$ cat src/rtl/sai_map.svh
// Register offsets, field positions, reset values and timing counts
// for the serial audio ingest block.
// Assumes a 12-bit APB byte address and 32-bit data.
`ifndef SAI_MAP_SVH
`define SAI_MAP_SVH

// Register byte offsets
`define SAI_OFS_CTRL     12'h000
`define SAI_OFS_DPATH    12'h004
`define SAI_OFS_AUDCFG   12'h008
`define SAI_OFS_STATUS   12'h00c
`define SAI_OFS_SAMPLE   12'h010

// Control register fields
`define SAI_CTRL_PKT_OFF     0
`define SAI_CTRL_LEGACY_RX   1
`define SAI_CTRL_SURR_RX_OK  2
`define SAI_CTRL_TDM         3
`define SAI_CTRL_WLEN_LO     4
`define SAI_CTRL_WLEN_HI     5
`define SAI_CTRL_RESET       6'h00

// Datapath control fields
`define SAI_DP_DUAL          0
`define SAI_DP_SURROUND      1
`define SAI_DP_FOUR_AB       2
`define SAI_DP_RESET         3'h0

// Audio configuration fields
`define SAI_AC_SPLIT         0

// Status fields
`define SAI_ST_PACKET        0
`define SAI_ST_SURROUND      1
`define SAI_ST_BCLK_LOST     2
`define SAI_ST_OVERRUN       3
`define SAI_ST_PEND_LO       4
`define SAI_ST_PEND_HI       7

// Word lengths selected by the two-bit length field
`define SAI_WLEN_16          7'h10
`define SAI_WLEN_24          7'h18
`define SAI_WLEN_32          7'h20
`define SAI_WLEN_64          7'h40
`define SAI_CAP_MAX          7'h20

// Data line masks per transport choice
`define SAI_MASK_A           4'h1
`define SAI_MASK_AB          4'h3
`define SAI_MASK_ALL         4'hf

// Bit clock limits and the derived watchdog count
`define SAI_PCLK_HZ          10000000
`define SAI_BCLK_MIN_HZ      1000000
`define SAI_BCLK_MAX_HZ      13000000
`define SAI_BCLK_TMO_CYC     (`SAI_PCLK_HZ / `SAI_BCLK_MIN_HZ)

`endif

$ cat src/rtl/sai_pkg.sv
// Types shared by the serial audio ingest block and its bench.
// Assumes nothing beyond a SystemVerilog compiler.
package sai_pkg;

    typedef enum logic {SAI_TR_PACKET, SAI_TR_FRAME} sai_transport_t;

    // One audio word handed to a downstream port
    typedef struct packed {
        logic           valid;
        sai_transport_t transport;
        logic [1:0]     pos;
        logic [2:0]     chan;
        logic [31:0]    data;
    } sai_word_t;

    // Raw audio pins, sampled together
    typedef struct packed {
        logic       bclk;
        logic       ws;
        logic [3:0] line;
    } sai_pins_t;

endpackage

$ cat src/rtl/sai_ingest.sv
// Serial audio ingest stage: APB registers, pin sampling, word capture,
// transport choice and per-port channel mapping.
// Assumes audio pins asynchronous to pclk and link logic on pclk.
// Function
// RQ1 - Bit clock 1 MHz up to CLK/2 or 13 MHz
// RQ2 - Four data lines, two channels each
// RQ3 - Stereo words of 16, 24, 32 bits
// RQ4 - Reset default: packets sent only in blanking
// RQ5 - Packets off: frame transport, A or A+B
// RQ6 - Surround only with packets and capable receiver; upstream surround here sets surround without surr_rx_ok
// RQ7 - Repeater forwards by packet transport by default
// RQ8 - Upstream surround forces surround packet transport
// RQ9 - Software sets A+B four-channel in every node
// RQ10 - Split clear: same audio on both ports
// RQ11 - Split set: port 1 carries C,D,A,B
// RQ12 - Stereo split: port 1 carries line C
// RQ13 - Split bit resets from strap, writable later
// RQ14 - TDM: configurable word length and channels
// RQ15 - Rising edge, MSB first, one-bit delay
`timescale 1ns/100ps
`include "sai_map.svh"

module sai_ingest (
    // APB slave
    input  wire logic             pclk,
    input  wire logic             presetn,
    input  wire logic             psel,
    input  wire logic             penable,
    input  wire logic             pwrite,
    input  wire logic [11:0]      paddr,
    input  wire logic [31:0]      pwdata,
    output logic      [31:0]      prdata,
    output logic                  pready,
    output logic                  pslverr,
    // Audio source pins
    input  wire logic             audio_bit_clock,
    input  wire logic             audio_word_select,
    input  wire logic             audio_line_a,
    input  wire logic             audio_line_b,
    input  wire logic             audio_line_c,
    input  wire logic             audio_line_d,
    input  wire logic             splitter_strap,
    // Link side
    input  wire logic             video_blank,
    input  wire logic             upstream_surround,
    output sai_pkg::sai_word_t    port0_word,
    output sai_pkg::sai_word_t    port1_word
);

    // Pin sampling
    sai_pkg::sai_pins_t pins_in;
    sai_pkg::sai_pins_t pins_s1_q;
    sai_pkg::sai_pins_t pins_s2_q;
    logic               bclk_prev_q;
    logic               strap_s1_q;
    logic               strap_s2_q;

    // Registers
    logic [5:0]         ctrl_q;
    logic [2:0]         dpath_q;
    logic               split_q;
    logic               overrun_q;
    logic [1:0]         init_q;
    logic [31:0]        prdata_q;
    logic [31:0]        sample_q;

    // Capture state
    logic [6:0]         bit_cnt_q;
    logic [2:0]         slot_q;
    logic               ws_prev_q;
    logic               sync_q;
    logic [7:0]         idle_q;
    logic [31:0]        sreg_q [4];
    logic [31:0]        hold_q [4];
    logic [2:0]         hchan_q [4];
    logic [3:0]         pend_q;

    sai_pkg::sai_word_t port0_q;
    sai_pkg::sai_word_t port1_q;

    assign pins_in = '{bclk: audio_bit_clock, ws: audio_word_select,
                       line: {audio_line_d, audio_line_c,
                              audio_line_b, audio_line_a}};

    // Two flops per pin; only the second stage feeds any logic
    always_ff @(posedge pclk or negedge presetn) begin
        if (!presetn) begin
            pins_s1_q   <= '0;
            pins_s2_q   <= '0;
            bclk_prev_q <= 1'b0;
            strap_s1_q  <= 1'b0;
            strap_s2_q  <= 1'b0;
        end else begin
            pins_s1_q   <= pins_in;
            pins_s2_q   <= pins_s1_q;
            bclk_prev_q <= pins_s2_q.bclk;
            strap_s1_q  <= splitter_strap;
            strap_s2_q  <= strap_s1_q;
        end
    end

    // Control decode
    wire       pkt_off    = ctrl_q[`SAI_CTRL_PKT_OFF];
    wire       legacy_rx  = ctrl_q[`SAI_CTRL_LEGACY_RX];
    wire       surr_rx_ok = ctrl_q[`SAI_CTRL_SURR_RX_OK];
    wire       tdm        = ctrl_q[`SAI_CTRL_TDM];
    wire [1:0] wlen_sel   = ctrl_q[`SAI_CTRL_WLEN_HI:`SAI_CTRL_WLEN_LO];
    wire       dual       = dpath_q[`SAI_DP_DUAL];
    wire       surr_en    = dpath_q[`SAI_DP_SURROUND];
    wire       four_ab    = dpath_q[`SAI_DP_FOUR_AB];

    // Upstream surround overrides a local frame-transport setting
    wire packet_mode = ~pkt_off | upstream_surround;           // [RQ4] [RQ7] [RQ8]
    wire surround    = packet_mode &
                       ((surr_en & surr_rx_ok) | upstream_surround); // [RQ6] [RQ8]

    // Lines carried; A+B four-channel only when software asks for it
    wire [3:0] line_mask = ~packet_mode ?
                           (legacy_rx ? `SAI_MASK_AB : `SAI_MASK_A) : // [RQ5]
                           surround ? `SAI_MASK_ALL :                 // [RQ6]
                           four_ab ? `SAI_MASK_AB : `SAI_MASK_A;      // [RQ9]

    // Slot length and captured length; only 32 bits of a long slot kept
    wire [6:0] slot_len = (wlen_sel == 2'h0) ? `SAI_WLEN_16 :
                          (wlen_sel == 2'h1) ? `SAI_WLEN_24 :
                          (wlen_sel == 2'h2) ? `SAI_WLEN_32 :
                                               `SAI_WLEN_64;  // [RQ3] [RQ14]
    wire [6:0] cap_len  = (slot_len > `SAI_CAP_MAX) ?
                          `SAI_CAP_MAX : slot_len;

    // Bit clock edges and framing
    wire bclk_rise  = pins_s2_q.bclk & ~bclk_prev_q;               // [RQ15]
    wire cur_ws     = pins_s2_q.ws;
    wire ws_change  = cur_ws ^ ws_prev_q;
    wire [6:0] cnt_inc   = 7'(bit_cnt_q + 7'h01);
    wire slot_end   = (cnt_inc == slot_len);
    // I2S: every select change; TDM: rising select marks slot 0
    wire frame_edge = tdm ? (cur_ws & ~ws_prev_q) : ws_change;     // [RQ14]
    // The bit on the select edge is the last bit of the old word
    wire word_done  = sync_q & (tdm ? slot_end : ws_change);       // [RQ15]
    wire take_bit   = (bit_cnt_q < cap_len);
    wire [2:0] word_chan = tdm ? slot_q : {2'b00, ws_prev_q};      // [RQ2]

    // Where each line lands on port 1
    wire       split_on = dual & split_q;
    wire [3:0] p1_mask  = split_on ?
                          {line_mask[1:0], line_mask[3:2]} : line_mask;
    wire [3:0] need     = line_mask | (dual ? p1_mask : 4'h0);

    // Shift registers per data line, MSB first
    logic [31:0] word_val [4];
    logic [3:0]  set_vec;
    always_comb begin
        for (int l = 0; l < 4; l++) begin
            word_val[l] = take_bit ? {sreg_q[l][30:0], pins_s2_q.line[l]}
                                   : sreg_q[l];
            set_vec[l]  = bclk_rise & word_done & need[l];
        end
    end

    always_ff @(posedge pclk or negedge presetn) begin
        if (!presetn) begin
            for (int l = 0; l < 4; l++) begin
                sreg_q[l]  <= '0;
                hold_q[l]  <= '0;
                hchan_q[l] <= '0;
            end
        end else begin
            for (int l = 0; l < 4; l++) begin
                if (bclk_rise) begin
                    sreg_q[l] <= (word_done | frame_edge) ? '0 : word_val[l];
                end
                if (set_vec[l]) begin
                    hold_q[l]  <= word_val[l];                     // [RQ2]
                    hchan_q[l] <= word_chan;
                end
            end
        end
    end

    // Bit and slot counters
    always_ff @(posedge pclk or negedge presetn) begin
        if (!presetn) begin
            bit_cnt_q <= '0;
            slot_q    <= '0;
            ws_prev_q <= 1'b0;
            sync_q    <= 1'b0;
        end else if (bclk_rise) begin
            ws_prev_q <= cur_ws;
            if (frame_edge) begin
                sync_q <= 1'b1;
            end
            if (word_done | frame_edge) begin
                bit_cnt_q <= '0;
            end else if (bit_cnt_q != 7'h7f) begin
                bit_cnt_q <= cnt_inc;
            end
            if (frame_edge) begin
                slot_q <= '0;
            end else if (word_done) begin
                slot_q <= 3'(slot_q + 3'h1);
            end
        end
    end

    // Bit clock watchdog: slower than the least rate reads as lost
    wire [7:0] tmo_cyc  = 8'(`SAI_BCLK_TMO_CYC);
    wire       bclk_lost = (idle_q >= tmo_cyc);
    always_ff @(posedge pclk or negedge presetn) begin
        if (!presetn) begin
            idle_q <= '0;
        end else if (bclk_rise) begin
            idle_q <= '0;                                         // [RQ1]
        end else if (!bclk_lost) begin
            idle_q <= 8'(idle_q + 8'h01);
        end
    end

    // Emission: packets wait for blanking, frame words go at once
    wire       window   = ~packet_mode | video_blank;              // [RQ4] [RQ5]
    wire [3:0] eligible = pend_q & {4{window}};
    wire       any_out  = |eligible;
    wire [1:0] pick     = eligible[0] ? 2'h0 :
                          eligible[1] ? 2'h1 :
                          eligible[2] ? 2'h2 : 2'h3;
    wire [3:0] taken    = any_out ? 4'(4'h1 << pick) : 4'h0;
    // Port 1 position of a line; the swap trades upper and lower pairs
    wire [1:0] p1_pos   = split_on ? (pick ^ 2'h2) : pick;         // [RQ11]
    wire sai_pkg::sai_transport_t tr_now =
        packet_mode ? sai_pkg::SAI_TR_PACKET : sai_pkg::SAI_TR_FRAME;

    // A new word while one is still held overwrites it; flagged
    wire ovr_set = |(set_vec & pend_q & ~taken);

    always_ff @(posedge pclk or negedge presetn) begin
        if (!presetn) begin
            pend_q <= '0;
        end else begin
            pend_q <= (pend_q & ~taken) | set_vec;
        end
    end

    always_ff @(posedge pclk or negedge presetn) begin
        if (!presetn) begin
            port0_q <= '0;
            port1_q <= '0;
        end else begin
            port0_q <= '{valid: any_out & line_mask[pick],
                         transport: tr_now, pos: pick,
                         chan: hchan_q[pick], data: hold_q[pick]};
            // Split clear: identical copy; split set: swapped pairs
            // The port 1 mask is indexed by source line, not position
            port1_q <= '{valid: any_out & dual & p1_mask[pick], // [RQ10] [RQ12]
                         transport: tr_now, pos: p1_pos,
                         chan: hchan_q[pick], data: hold_q[pick]};
        end
    end

    assign port0_word = port0_q;
    assign port1_word = port1_q;

    // APB decode
    wire setup     = psel & ~penable;
    wire access    = psel & penable;
    wire hit_ctrl  = (paddr == `SAI_OFS_CTRL);
    wire hit_dpath = (paddr == `SAI_OFS_DPATH);
    wire hit_acfg  = (paddr == `SAI_OFS_AUDCFG);
    wire hit_stat  = (paddr == `SAI_OFS_STATUS);
    wire hit_samp  = (paddr == `SAI_OFS_SAMPLE);
    wire mapped    = hit_ctrl | hit_dpath | hit_acfg | hit_stat | hit_samp;
    wire wr        = access & pwrite & mapped;
    wire ovr_clr   = wr & hit_stat & pwdata[`SAI_ST_OVERRUN];

    wire [31:0] status_val = {24'h0, pend_q, overrun_q, bclk_lost,
                              surround, packet_mode};
    wire [31:0] rd_mux =
        hit_ctrl  ? {26'h0, ctrl_q}  :
        hit_dpath ? {29'h0, dpath_q} :
        hit_acfg  ? {31'h0, split_q} :
        hit_stat  ? status_val       :
        hit_samp  ? sample_q         : 32'h0;

    // Zero wait states; read data fetched in the setup cycle
    assign pready  = 1'b1;
    assign pslverr = access & ~mapped;
    assign prdata  = prdata_q;

    always_ff @(posedge pclk or negedge presetn) begin
        if (!presetn) begin
            prdata_q <= '0;
        end else if (setup) begin
            prdata_q <= rd_mux;
        end
    end

    // Control registers; reset selects packet transport
    always_ff @(posedge pclk or negedge presetn) begin
        if (!presetn) begin
            ctrl_q  <= `SAI_CTRL_RESET;                            // [RQ4] [RQ7]
            dpath_q <= `SAI_DP_RESET;
        end else if (wr) begin
            if (hit_ctrl) begin
                ctrl_q <= pwdata[5:0];
            end
            if (hit_dpath) begin
                dpath_q <= pwdata[2:0];                            // [RQ9]
            end
        end
    end

    // Strap is caught once the synchroniser has settled after reset
    always_ff @(posedge pclk or negedge presetn) begin
        if (!presetn) begin
            init_q  <= '0;
            split_q <= 1'b0;
        end else begin
            if (init_q != 2'h3) begin
                init_q <= 2'(init_q + 2'h1);
            end
            if (init_q == 2'h2) begin
                split_q <= strap_s2_q;                             // [RQ13]
            end else if (wr & hit_acfg) begin
                split_q <= pwdata[`SAI_AC_SPLIT];                  // [RQ13]
            end
        end
    end

    // Sticky overrun: a set in the clearing cycle wins
    always_ff @(posedge pclk or negedge presetn) begin
        if (!presetn) begin
            overrun_q <= 1'b0;
        end else begin
            overrun_q <= ovr_set | (overrun_q & ~ovr_clr);
        end
    end

    // Latest line A word, for software inspection
    always_ff @(posedge pclk or negedge presetn) begin
        if (!presetn) begin
            sample_q <= '0;
        end else if (set_vec[0]) begin
            sample_q <= word_val[0];
        end
    end

endmodule

$ cat config.mk
export PLATFORM = sky130hd
export DESIGN_NAME = sai_ingest
export DESIGN_NICKNAME = d
export VERILOG_FILES = /design/src/rtl/sai_pkg.sv /design/src/rtl/sai_ingest.sv
export VERILOG_INCLUDE_DIRS = /design/src /design/src/rtl
export SDC_FILE = /design/constraint.sdc
export NUM_CORES = 1
export LEC_CHECK = 0
export BUFFER_PORTS_ARGS = -buffer_cell sky130_fd_sc_hd__clkbuf_2
export CAP_MARGIN = 40
export CORE_ASPECT_RATIO = 1.25
export CORE_MARGIN = 2
export CORE_UTILIZATION = 49
export DETAILED_ROUTE_END_ITERATION = 10
export PLACE_DENSITY = 0.74
export SETUP_SLACK_MARGIN = 0.4
export SYNTH_ARGS = -nofsm -noshare
export SYNTH_HDL_FRONTEND = slang
export SYNTH_SLANG_ARGS = --single-unit
export TNS_END_PERCENT = 5
$ cat constraint.sdc
create_clock -name pclk -period 6.2 [get_ports pclk]
set_clock_uncertainty 0.15 [all_clocks]
set_input_delay 0.62 -clock pclk [delete_from_list [all_inputs] [get_ports pclk]]
set_output_delay 0.62 -clock pclk [all_outputs]
set_load 0.01 [all_outputs]
==> results of run 1 <==
[final timing paths]
kind	from	cells after the start	endpoint	slack [ns]
worst max-delay path	ctrl_q[5]	7	hold_q[13]	2.61
worst min-delay path	presetn	1	sample_q[8]	-0.04
worst max register to register	ctrl_q[5]	7	hold_q[13]	2.61
worst min register to register	pins_s1_q[5]	0	pins_s2_q[5]	0.20
max in group asynchronous	presetn	2	sample_q[0]	4.65
min in group pclk	audio_line_d	1	pins_s1_q[3]	0.03
[worst register-to-register path: stages (launching register included)]
cell and delay, ns:
dfrtp_1 0.55, inv_1 0.18, ha_1 0.31, nand2_1 0.07, o21ai_4 0.69, buf_4 0.79
mux2_2 0.46, mux2_2 0.27
[layout by cell type, fill, tap and decap left out, types with 3 or more instances in the layout]
| cell type | netlist | final |
|---|---|---|
| xnor2_1 | 6 | 6 |
| nand2_1 | 75 | 75 |
| nand2b_1 | 5 | 4 |
| o21ai_0 | 63 | 61 |
| xor2_1 | 3 | 3 |
| clkbuf_8 | 0 | 8 |
| a21oi_1 | 57 | 57 |
| buf_12 | 0 | 3 |
| bufinv_16 | 0 | 6 |
| clkbuf_16 | 0 | 40 |
| a22o_1 | 152 | 152 |
| inv_6 | 0 | 3 |
| o31a_1 | 3 | 3 |
| mux2i_1 | 11 | 11 |
| o31ai_1 | 11 | 10 |
| ha_1 | 11 | 11 |
| a22oi_1 | 38 | 38 |
| dfrtp_1 | 393 | 392 |
| and2_1 | 8 | 8 |
| or3_1 | 3 | 3 |
| clkinv_2 | 0 | 6 |
| nand3_1 | 9 | 9 |
| mux2_1 | 4 | 4 |
| nor2_1 | 56 | 55 |
| clkbuf_1 | 86 | 3 |
| inv_1 | 15 | 15 |
| nor2b_1 | 6 | 5 |
| mux2_2 | 263 | 263 |
| buf_4 | 40 | 17 |
| nor3_1 | 6 | 6 |
| clkinvlp_4 | 0 | 3 |
| clkbuf_2 | 0 | 141 |
| a31oi_1 | 6 | 6 |
[area by class of cell]
class	instances	area, µm²
Clock inverter	21	293
Sequential cell	393	9840
Timing Repair Buffer	164	963
Clock buffer	51	1120
Multi-Input combinational cell	839	6840
Fill cell	2836	15500
Inverter	15	56.3
Tap cell	474	593
[state kept, by name (all words and copies together) (netlist names), 2 cells and up]
name and cells:
bit_cnt_q 7, ctrl_q 6, dpath_q 3, hchan_q 12
hold_q 96, idle_q 8, init_q 2, pend_q 4
pins_s1_q 6, pins_s2_q 5, port0_word 2, port1_word 39
prdata 32, sample_q 32, slot_q 3, sreg_q 128
[routing by layer]
metal / vias to the layer above / global-route usage [%] / part of all wire, %
met4: 0 / 5.73 / 1.9
met1: 5855 / 28.7 / 44
li1: 5163 / - / -
met5: - / 0 / 0
met2: 328 / 35.4 / 49
met3: 65 / 3.17 / 4.6
[stage by stage]
step                      total power, mW  utilization (%)  cells  cell area [µm²]
after floorplan                      3.12                -   1388            17400
after global placement               3.30             51.8   1883            18200
after detailed placement             3.33             52.0   1885            18300
after CTS                            5.88             56.0   1957            19700
after global routing                 6.05             56.0   1957            19700
final                                5.83             56.0   1957            19700
[power breakdown]
part           leakage [nW]  switching [mW]  internal (mW)  total (mW)
sequential             5.36          0.0858           2.68        2.76
combinational          3.52           0.342          0.179       0.521
clock                 0.691            1.00           1.54        2.54
[kinds of logic after synthesis]
family,count (synthesis)
flops,393
xor+xnor,10
other cells,1
simple gates,186
compound gates,352
buf+inv,156
mux,278
fa+ha+maj,11
==> results.py, run 1 <==
metrics = {
    "grt": {
        "grtUsageTotal_pct": 21.1,
        "antenna_found_initial": 0,
        "grt_max_degree": 129,
        "overflow": 0,
        "grt_pass1_wl_mm": 64.3,
        "grt_pass1_vias": 11762,
    },
    "setup_path": {
        "cp-end-kind": "flop",
        "crit_buf_inv": 2,
        "critical_path.top_delay_family": "buffers and inverters",
        "worst_path_max_delay_cell": "buf_4",
        "critPathMaxFanout": 59,
        "startpoint_type": "flop",
        "crit_type": "flop to flop",
        "crit_path_frequent_cell": "mux2_2",
        "crit_required_ns": 6.47,
        "crit_chain": "inv_1 > ha_1 > nand2_1 > o21ai_4 > buf_4 > mux2_2 > mux2_2",
        "max_stage_delay_ns": 0.77,
        "arrival_ns": 3.86,
    },
    "route": {
        "drt_iter0_drc": 897,
        "post_drt_wl_per_cell_um": 19.8,
        "drt_wl_total_mm": 38.7,
        "drc": 0,
        "vias": 11411,
        "via_per_inst": 5.83,
        "drtAntennaViolNets": 0,
        "first_pass_iters": 5,
    },
    "clock_tree": {
        "clockBufferDepth": 3,
        "path_clk_slew_ns": 0.06,
        "ctsHoldBuffers": 0,
        "htreeDepth": 2,
        "cts_resized": 0,
        "cts_buffers": 39,
        "cts.sinks": 393,
        "cts_tree": "done",
        "clk_latency_ns": 0.54,
        "cts-root-buf": "clkbuf_16",
        "cts_setup_buffers": 0,
    },
    "floorplanning": {
        "die_w_um": 173,
        "dieArea_um2": 37000,
        "ioPinCount": 170,
        "die-height_um": 215,
        "rows": 77,
        "start_util_pct": 49.5,
        "core_area_um2": 35200,
    },
    "pwr": {
        "power_density_nw_per_um2": 296,
        "ir_drop_mv": 0.172,
        "p_leak_nw": 9.57,
    },
    "synthesis": {
        "synth_top_area_cell": "dfrtp_1",
        "synthMuxAreaShare_pct": 17.9,
        "synth_common_cells": "393 x dfrtp_1, 263 x mux2_2, 152 x a22o_1",
        "synth_seq_cells": 393,
        "synth-main-ff-cell": "dfrtp_1",
        "netlist.area_leader.share_pct": 56.6,
        "yosysMostFrequentCell": "dfrtp_1",
        "ys.warnings.count": 0,
        "yosysUniqueCellTypes": 59,
        "synth_area_leaders": "dfrtp_1 57%, mux2_2 17%, a22o_1 7.7%",
        "synth_area_um2": 17400,
        "synth-xor-area-share_pct": 0.583,
        "synthAdderAreaFrac_pct": 0.791,
        "synth_top_family_by_area": "multiplexers",
        "synth_edf_count": 0,
        "syn_inst": 1387,
        "syn_area_per_cell_um2": 12.5,
        "yosys.area_share.simple_pct": 4.96,
        "seq_area_frac_synth_pct": 56.6,
        "synth_compound_area_share_pct": 14.7,
        "async_reset_ff_share_pct": 100,
    },
    "final_layout": {
        "syn_to_final_growth_pct": 13.3,
        "antenna_cells": 0,
        "drive_gt1_share_pct": 34.5,
        "final_nets": 1521,
    },
    "sta": {
        "hold_violations": 20,
        "finalWorstPathRequiredPeriod_ns": 3.59,
        "slew_viol_final": 0,
        "setup_viol": 0,
        "clock.fmax_mhz": 278,
        "setup-tns-final_ns": 0,
        "rsz0062_at_grt": "no",
        "max_slew_margin_pct": 40.8,
        "whs_ns": -0.0358,
        "finalCritPeriodShare_pct": 58.0,
        "setup_ws_ns": 2.61,
        "worst_slew_pin_slew_ns": 0.885,
    },
    "flow_run": {
        "drv_cap": 0,
    },
    "placed_design": {
        "port_buffers": 142,
        "dp_hpwl_mm": 23.3,
        "post-place-ws_ns": 2.65,
        "gp_congestion": 0.871,
    },
    "min_path": {
        "hold_class": "input pin to async pin",
    },
    "run_status": {
        "status": "complete, but fails checks",
        "violations": "hold timing",
    },
}
(Power assumes the default switching activity.)
==> run 2, diff against run 1 <==
Clock period 6.2 ns to 3.5 ns, I/O delays scaled along.
==> run 2 against run 1 <==
Effect of this change: the flow now finishes without violations; count of clock-buffer cells in the layout is 7 higher; combinational power is 96% higher; via count is 3.7% higher; cell count increased by 2.1%; first-iteration DRC count rose by 3.7%; global-route usage up 0.52 points; critical endpoint is now hchan_q[8].
==> results.py, run 2 (synthesis results as in run 1) <==
metrics = {
    "clock_tree": {
        "cts-root-buf": "clkbuf_16",
        "cts.sinks": 393,
        "htreeDepth": 2,
        "path_clk_slew_ns": 0.06,
        "clk_latency_ns": 0.55,
        "cts_tree": "done",
        "clockBufferDepth": 3,
        "cts_buffers": 39,
    },
    "sta": {
        "worst_slew_pin_slew_ns": 0.884,
        "rsz0062_at_grt": "yes",
        "slew_viol_final": 0,
        "setup-tns-final_ns": 0,
        "finalWorstPathRequiredPeriod_ns": 3.13,
        "hold_violations": 0,
        "whs_ns": 0.0396,
        "max_slew_margin_pct": 41.1,
        "finalCritPeriodShare_pct": 89.6,
        "clock.fmax_mhz": 319,
        "setup_viol": 0,
    },
    "pwr": {
        "pwr-share-comb_pct": 10.0,
        "power_density_nw_per_um2": 503,
        "clockPowerShare_pct": 42.0,
        "p_leak_nw": 9.83,
        "p_seq_share_pct": 48.0,
        "p_int_mw": 7.64,
        "power.switching_mw": 2.55,
        "finalPower_mw": 10.2,
        "switching_share_pct": 25.0,
        "ir_drop_mv": 0.342,
    },
    "min_path": {
        "hold_class": "input pin to flop",
        "hp-start": "video_blank",
        "hold_end": "pend_q[0]",
        "min_path_cells": 4,
    },
    "setup_path": {
        "cp-end-kind": "flop",
        "ff2ff_setup_slack_ns": 0.37,
        "crit_buf_inv": 3,
        "critical_path.top_delay_family": "compound AO/OA/AOI/OAI gates",
        "startpoint_type": "flop",
        "arrival_ns": 3.41,
        "crit_type": "flop to flop",
        "worstReg2RegStart": "bit_cnt_q[0]",
        "worst_path_max_delay_cell": "dfrtp_1",
        "critPathMaxFanout": 6,
        "crit_required_ns": 3.78,
        "max_stage_delay_ns": 0.43,
        "r2r_end": "hchan_q[8]",
        "crit_chain": "ha_4 > and4_4 > a211o_1 > a211o_1 > o31a_4 > buf_4 > nor3_4 > buf_12 > buf_6 > mux2_2",
        "reg2reg_depth": 10,
        "crit_path_frequent_cell": "a211o_1",
    },
    "placed_design": {
        "port_buffers": 142,
        "dp_cells": 1894,
        "gp_congestion": 0.877,
        "dp_hpwl_mm": 23.6,
    },
    "grt": {
        "grtUsageTotal_pct": 21.6,
        "antenna_found_initial": 0,
        "grt_max_degree": 129,
        "grt_pass1_vias": 11826,
        "overflow": 0,
        "grt_pass1_wl_mm": 65.2,
    },
    "final_layout": {
        "finalNonFillerCells": 1998,
        "antenna_cells": 0,
        "largest_register": "sreg_q",
        "syn_to_final_growth_pct": 16.4,
        "final_nets": 1562,
        "largest_reg_flops": 128,
        "layout_common_cells": "389 x dfrtp_1, 258 x mux2_2, 152 x a22o_1",
        "layout_commonest_cell": "dfrtp_1",
        "drive_gt1_share_pct": 35.2,
    },
    "floorplanning": {
        "ioPinCount": 170,
        "rows": 77,
        "dieArea_um2": 37000,
        "start_util_pct": 49.5,
        "die_w_um": 173,
        "die-height_um": 215,
        "core_area_um2": 35200,
    },
    "route": {
        "drc": 0,
        "first_pass_iters": 5,
        "drtAntennaViolNets": 0,
        "via_per_inst": 5.92,
        "drt_iter0_drc": 930,
        "vias": 11832,
        "post_drt_wl_per_cell_um": 20.4,
        "drt_wl_total_mm": 40.7,
    },
    "flow_run": {
        "drv_cap": 0,
    },
    "run_status": {
        "status": "finished clean",
    },
}
run 2: cell count changes in the layout (fill, tap and decap cells not counted), moves of 3 or more:
cell | previous run | this run
bufinv_16 | 6 | 3
clkinvlp_4 | 3 | 0
mux2_4 | 0 | 5
mux2_2 | 263 | 258
clkbuf_1 | 3 | 10
dfrtp_2 | 1 | 4
dlygate4sd3_1 | 0 | 15
buf_12 | 3 | 14
clkbuf_16 | 40 | 43
dfrtp_1 | 392 | 389
buf_4 | 17 | 24
run 2: layout make-up:
class                      count  area, µm²
sequential                   393       9840
timing repair buffer         205       1560
fill                        2757      14900
multi-input combinational    839       6880
clock buffer                  58       1150
tap                          474        593
inverter                      15       56.3
clock inverter                14        170
run 2: timing repair:
item	CTS	global route
hold buffers	15	0
setup endpoints to repair	79	138
buffers inserted	2	8
hold endpoints to repair	86	0
gates cloned	2	5
pin swaps	1	6
gates resized for setup	3	15
run 2: power groups by stage:
| stage | logic [mW] | registers [mW] | clock network, mW |
|---|---|---|---|
| after detailed placement | 0.945 | 4.97 | 0 |
| after CTS | 0.977 | 4.89 | 4.34 |
| after global routing | 1.12 | 4.91 | 4.56 |
| after floorplan | 0.590 | 4.93 | 0 |
| final | 1.02 | 4.89 | 4.28 |
| after global placement | 0.913 | 4.96 | 0 |
run 2: tightest hold or removal path, stage by stage:
cell and delay (ns):
clkbuf_2 0.10, nor2_2 0.11, nand2_1 0.10, nand2_1 0.04
run 2: metal layers:
layer / GRT usage (%) / up-vias / part of all wire [%]
met4: 7.98 / 0 / 2.9
li1: - / 5247 / -
met1: 30.0 / 6123 / 44
met2: 34.8 / 396 / 48
met5: 0 / - / 0
met3: 3.16 / 66 / 5.3
run 2: worst max path at each step:
stage / start / depth (start not counted) / slack, ns / to
finish: bit_cnt_q[0] / 10 / 0.37 / hchan_q[8]
global route: bit_cnt_q[0] / 10 / 0.31 / hchan_q[8]
detailed placement: bit_cnt_q[0] / 8 / 0.26 / hold_q[13]
global placement: bit_cnt_q[0] / 8 / 0.33 / hold_q[13]
CTS: bit_cnt_q[0] / 9 / 0.39 / hold_q[24]
floorplan: bit_cnt_q[0] / 9 / 0.41 / hold_q[10]
run 2: stage by stage:
step	instance area, µm²	worst slack [ns]	utilization [%]
final	20200	0.365	57.6
after global routing	20200	0.311	57.6
after CTS	20000	0.392	56.9
after detailed placement	18400	0.257	52.5
after global placement	18400	0.329	52.4
after floorplan	17400	0.408	-
==> run 3, diff against run 2 <==
Settings changed: MAX_ROUTING_LAYER from default to met4.
==> run 3 against run 2 <==
Effect of this change: clock power is essentially flat; cell count grew 0.10%; design area grew 0.26%; hold slack got worse by 0.0012 ns; setup slack gained 0.020 ns; core utilization grew 0.15 points; critical path type unchanged; largest cell class unchanged.
==> results.py, run 3 (synthesis results as in run 1) <==
metrics = {
    "pwr": {
        "p_seq_share_pct": 48.0,
        "p_int_mw": 7.65,
        "clockPowerShare_pct": 41.9,
        "p_leak_nw": 9.85,
        "power.switching_mw": 2.55,
        "power_density_nw_per_um2": 502,
        "switching_share_pct": 25.0,
        "ir_drop_mv": 0.341,
        "pwr-share-comb_pct": 10.1,
    },
    "clock_tree": {
        "cts_buffers": 39,
        "htreeDepth": 2,
        "cts.sinks": 393,
        "cts-root-buf": "clkbuf_16",
        "path_clk_slew_ns": 0.06,
        "cts_tree": "done",
        "clockBufferDepth": 3,
        "clk_latency_ns": 0.55,
    },
    "setup_path": {
        "ff2ff_setup_slack_ns": 0.39,
        "startpoint_type": "flop",
        "crit_required_ns": 3.77,
        "crit_path_frequent_cell": "a211o_1",
        "critPathMaxFanout": 6,
        "r2r_end": "hold_q[91]",
        "max_stage_delay_ns": 0.43,
        "startpoint": "bit_cnt_q[0]",
        "worstReg2RegStart": "bit_cnt_q[0]",
        "crit_type": "flop to flop",
        "crit_end": "hold_q[91]",
        "crit_chain": "ha_4 > and4_4 > a211o_1 > a211o_1 > o31a_4 > buf_6 > nor3_4 > buf_12 > clkbuf_16 > mux2_2",
        "worst_path_max_delay_cell": "dfrtp_1",
        "reg2reg_depth": 10,
        "arrival_ns": 3.38,
        "cp-end-kind": "flop",
    },
    "floorplanning": {
        "ioPinCount": 170,
        "die-height_um": 215,
        "dieArea_um2": 37000,
        "start_util_pct": 49.5,
        "core_area_um2": 35200,
        "rows": 77,
        "die_w_um": 173,
    },
    "route": {
        "via_per_inst": 5.91,
        "drt_wl_total_mm": 40.9,
        "drc": 0,
        "first_pass_iters": 5,
        "drt_iter0_drc": 968,
        "vias": 11819,
        "post_drt_wl_per_cell_um": 20.5,
        "drtAntennaViolNets": 0,
    },
    "final_layout": {
        "drive_gt1_share_pct": 35.4,
        "final_nets": 1564,
        "layout_commonest_cell": "dfrtp_1",
        "syn_to_final_growth_pct": 16.7,
        "antenna_cells": 0,
        "fin_util_pct": 57.7,
        "largest_reg_flops": 128,
        "fillers": 2747,
        "layout_common_cells": "389 x dfrtp_1, 257 x mux2_2, 152 x a22o_1",
        "largest_register": "sreg_q",
        "finalNonFillerCells": 2000,
    },
    "sta": {
        "hold_violations": 0,
        "whs_ns": 0.0384,
        "max_slew_margin_pct": 40.4,
        "finalCritPeriodShare_pct": 89.0,
        "rsz0062_at_grt": "yes",
        "worst_slew_pin_slew_ns": 0.894,
        "finalWorstPathRequiredPeriod_ns": 3.11,
        "setup_viol": 0,
        "slew_viol_final": 0,
        "setup-tns-final_ns": 0,
        "clock.fmax_mhz": 321,
    },
    "min_path": {
        "min_path_cells": 4,
        "hold_class": "input pin to flop",
    },
    "grt": {
        "grt_pass1_wl_mm": 65.2,
        "antenna_found_initial": 0,
        "grtUsageTotal_pct": 22.3,
        "overflow": 0,
        "grt_pass1_vias": 11820,
        "grt_max_degree": 129,
    },
    "flow_run": {
        "drv_cap": 0,
    },
    "placed_design": {
        "dp_hpwl_mm": 23.6,
        "port_buffers": 142,
        "gp_congestion": 0.892,
        "dp_cells": 1894,
    },
    "run_status": {
        "status": "finished clean",
    },
}
-- run 3: layout make-up --
type / instances / area, µm² / share of cell area, %
clock inverter: 14 / 170 / 0.838
timing repair buffer: 207 / 1600 / 7.90
inverter: 15 / 56.3 / 0.277
sequential: 393 / 9840 / 48.5
multi-input combinational: 839 / 6890 / 33.9
clock buffer: 58 / 1150 / 5.66
tap: 474 / 593 / 2.92
-- run 3: stage by stage --
step	setup slack, ns	power (mW)	cell area (µm²)
4_1_cts	0.392	10.2	20000
2_1_floorplan	0.408	5.52	17400
5_1_grt	0.320	10.6	20300
3_3_place_gp	0.329	5.87	18400
3_5_place_dp	0.257	5.92	18400
6_report	0.385	10.2	20300
-- run 3: what timing repair did --
action / in CTS / in global routing
hold buffers: 15 / 0
endpoints found under the setup margin: 79 / 147
buffers inserted: 2 / 9
gates resized for setup: 3 / 20
pin swaps: 1 / 6
hold endpoints to repair: 86 / 0
gates cloned: 2 / 6
-- run 3: worst min-delay path by stage --
stage	startpoint	end
global route	video_blank	pend_q[0]
global placement	pins_s1_q[5]	pins_s2_q[5]
detailed placement	pins_s1_q[3]	pins_s2_q[3]
floorplan	presetn	bclk_prev_q
CTS	video_blank	pend_q[0]
finish	video_blank	pend_q[0]
-- run 3: power by group through the flow --
stage	clock network, mW	logic, mW	registers, mW
final	4.27	1.03	4.89
after global routing	4.56	1.13	4.92
after CTS	4.34	0.977	4.89
after detailed placement	0	0.945	4.97
after global placement	0	0.913	4.96
after floorplan	0	0.590	4.93
-- run 3: critical path, delay by kind of cell (launching register included) --
kind            cells  cell delay, ns
fa+ha+maj           1            0.20
flops               1            0.43
simple gates        2            0.41
mux                 1            0.32
buf+inv             3            0.45
compound gates      3            1.00
-- run 3: layer usage --
metal  wire length (µm)  up-vias  track usage [%]
met5                  0        -                -
met4               1080        0             7.98
met3               2190       64             3.07
met2              19800      379             34.9
met1              17900     6144             29.9
li1                   -     5232                -
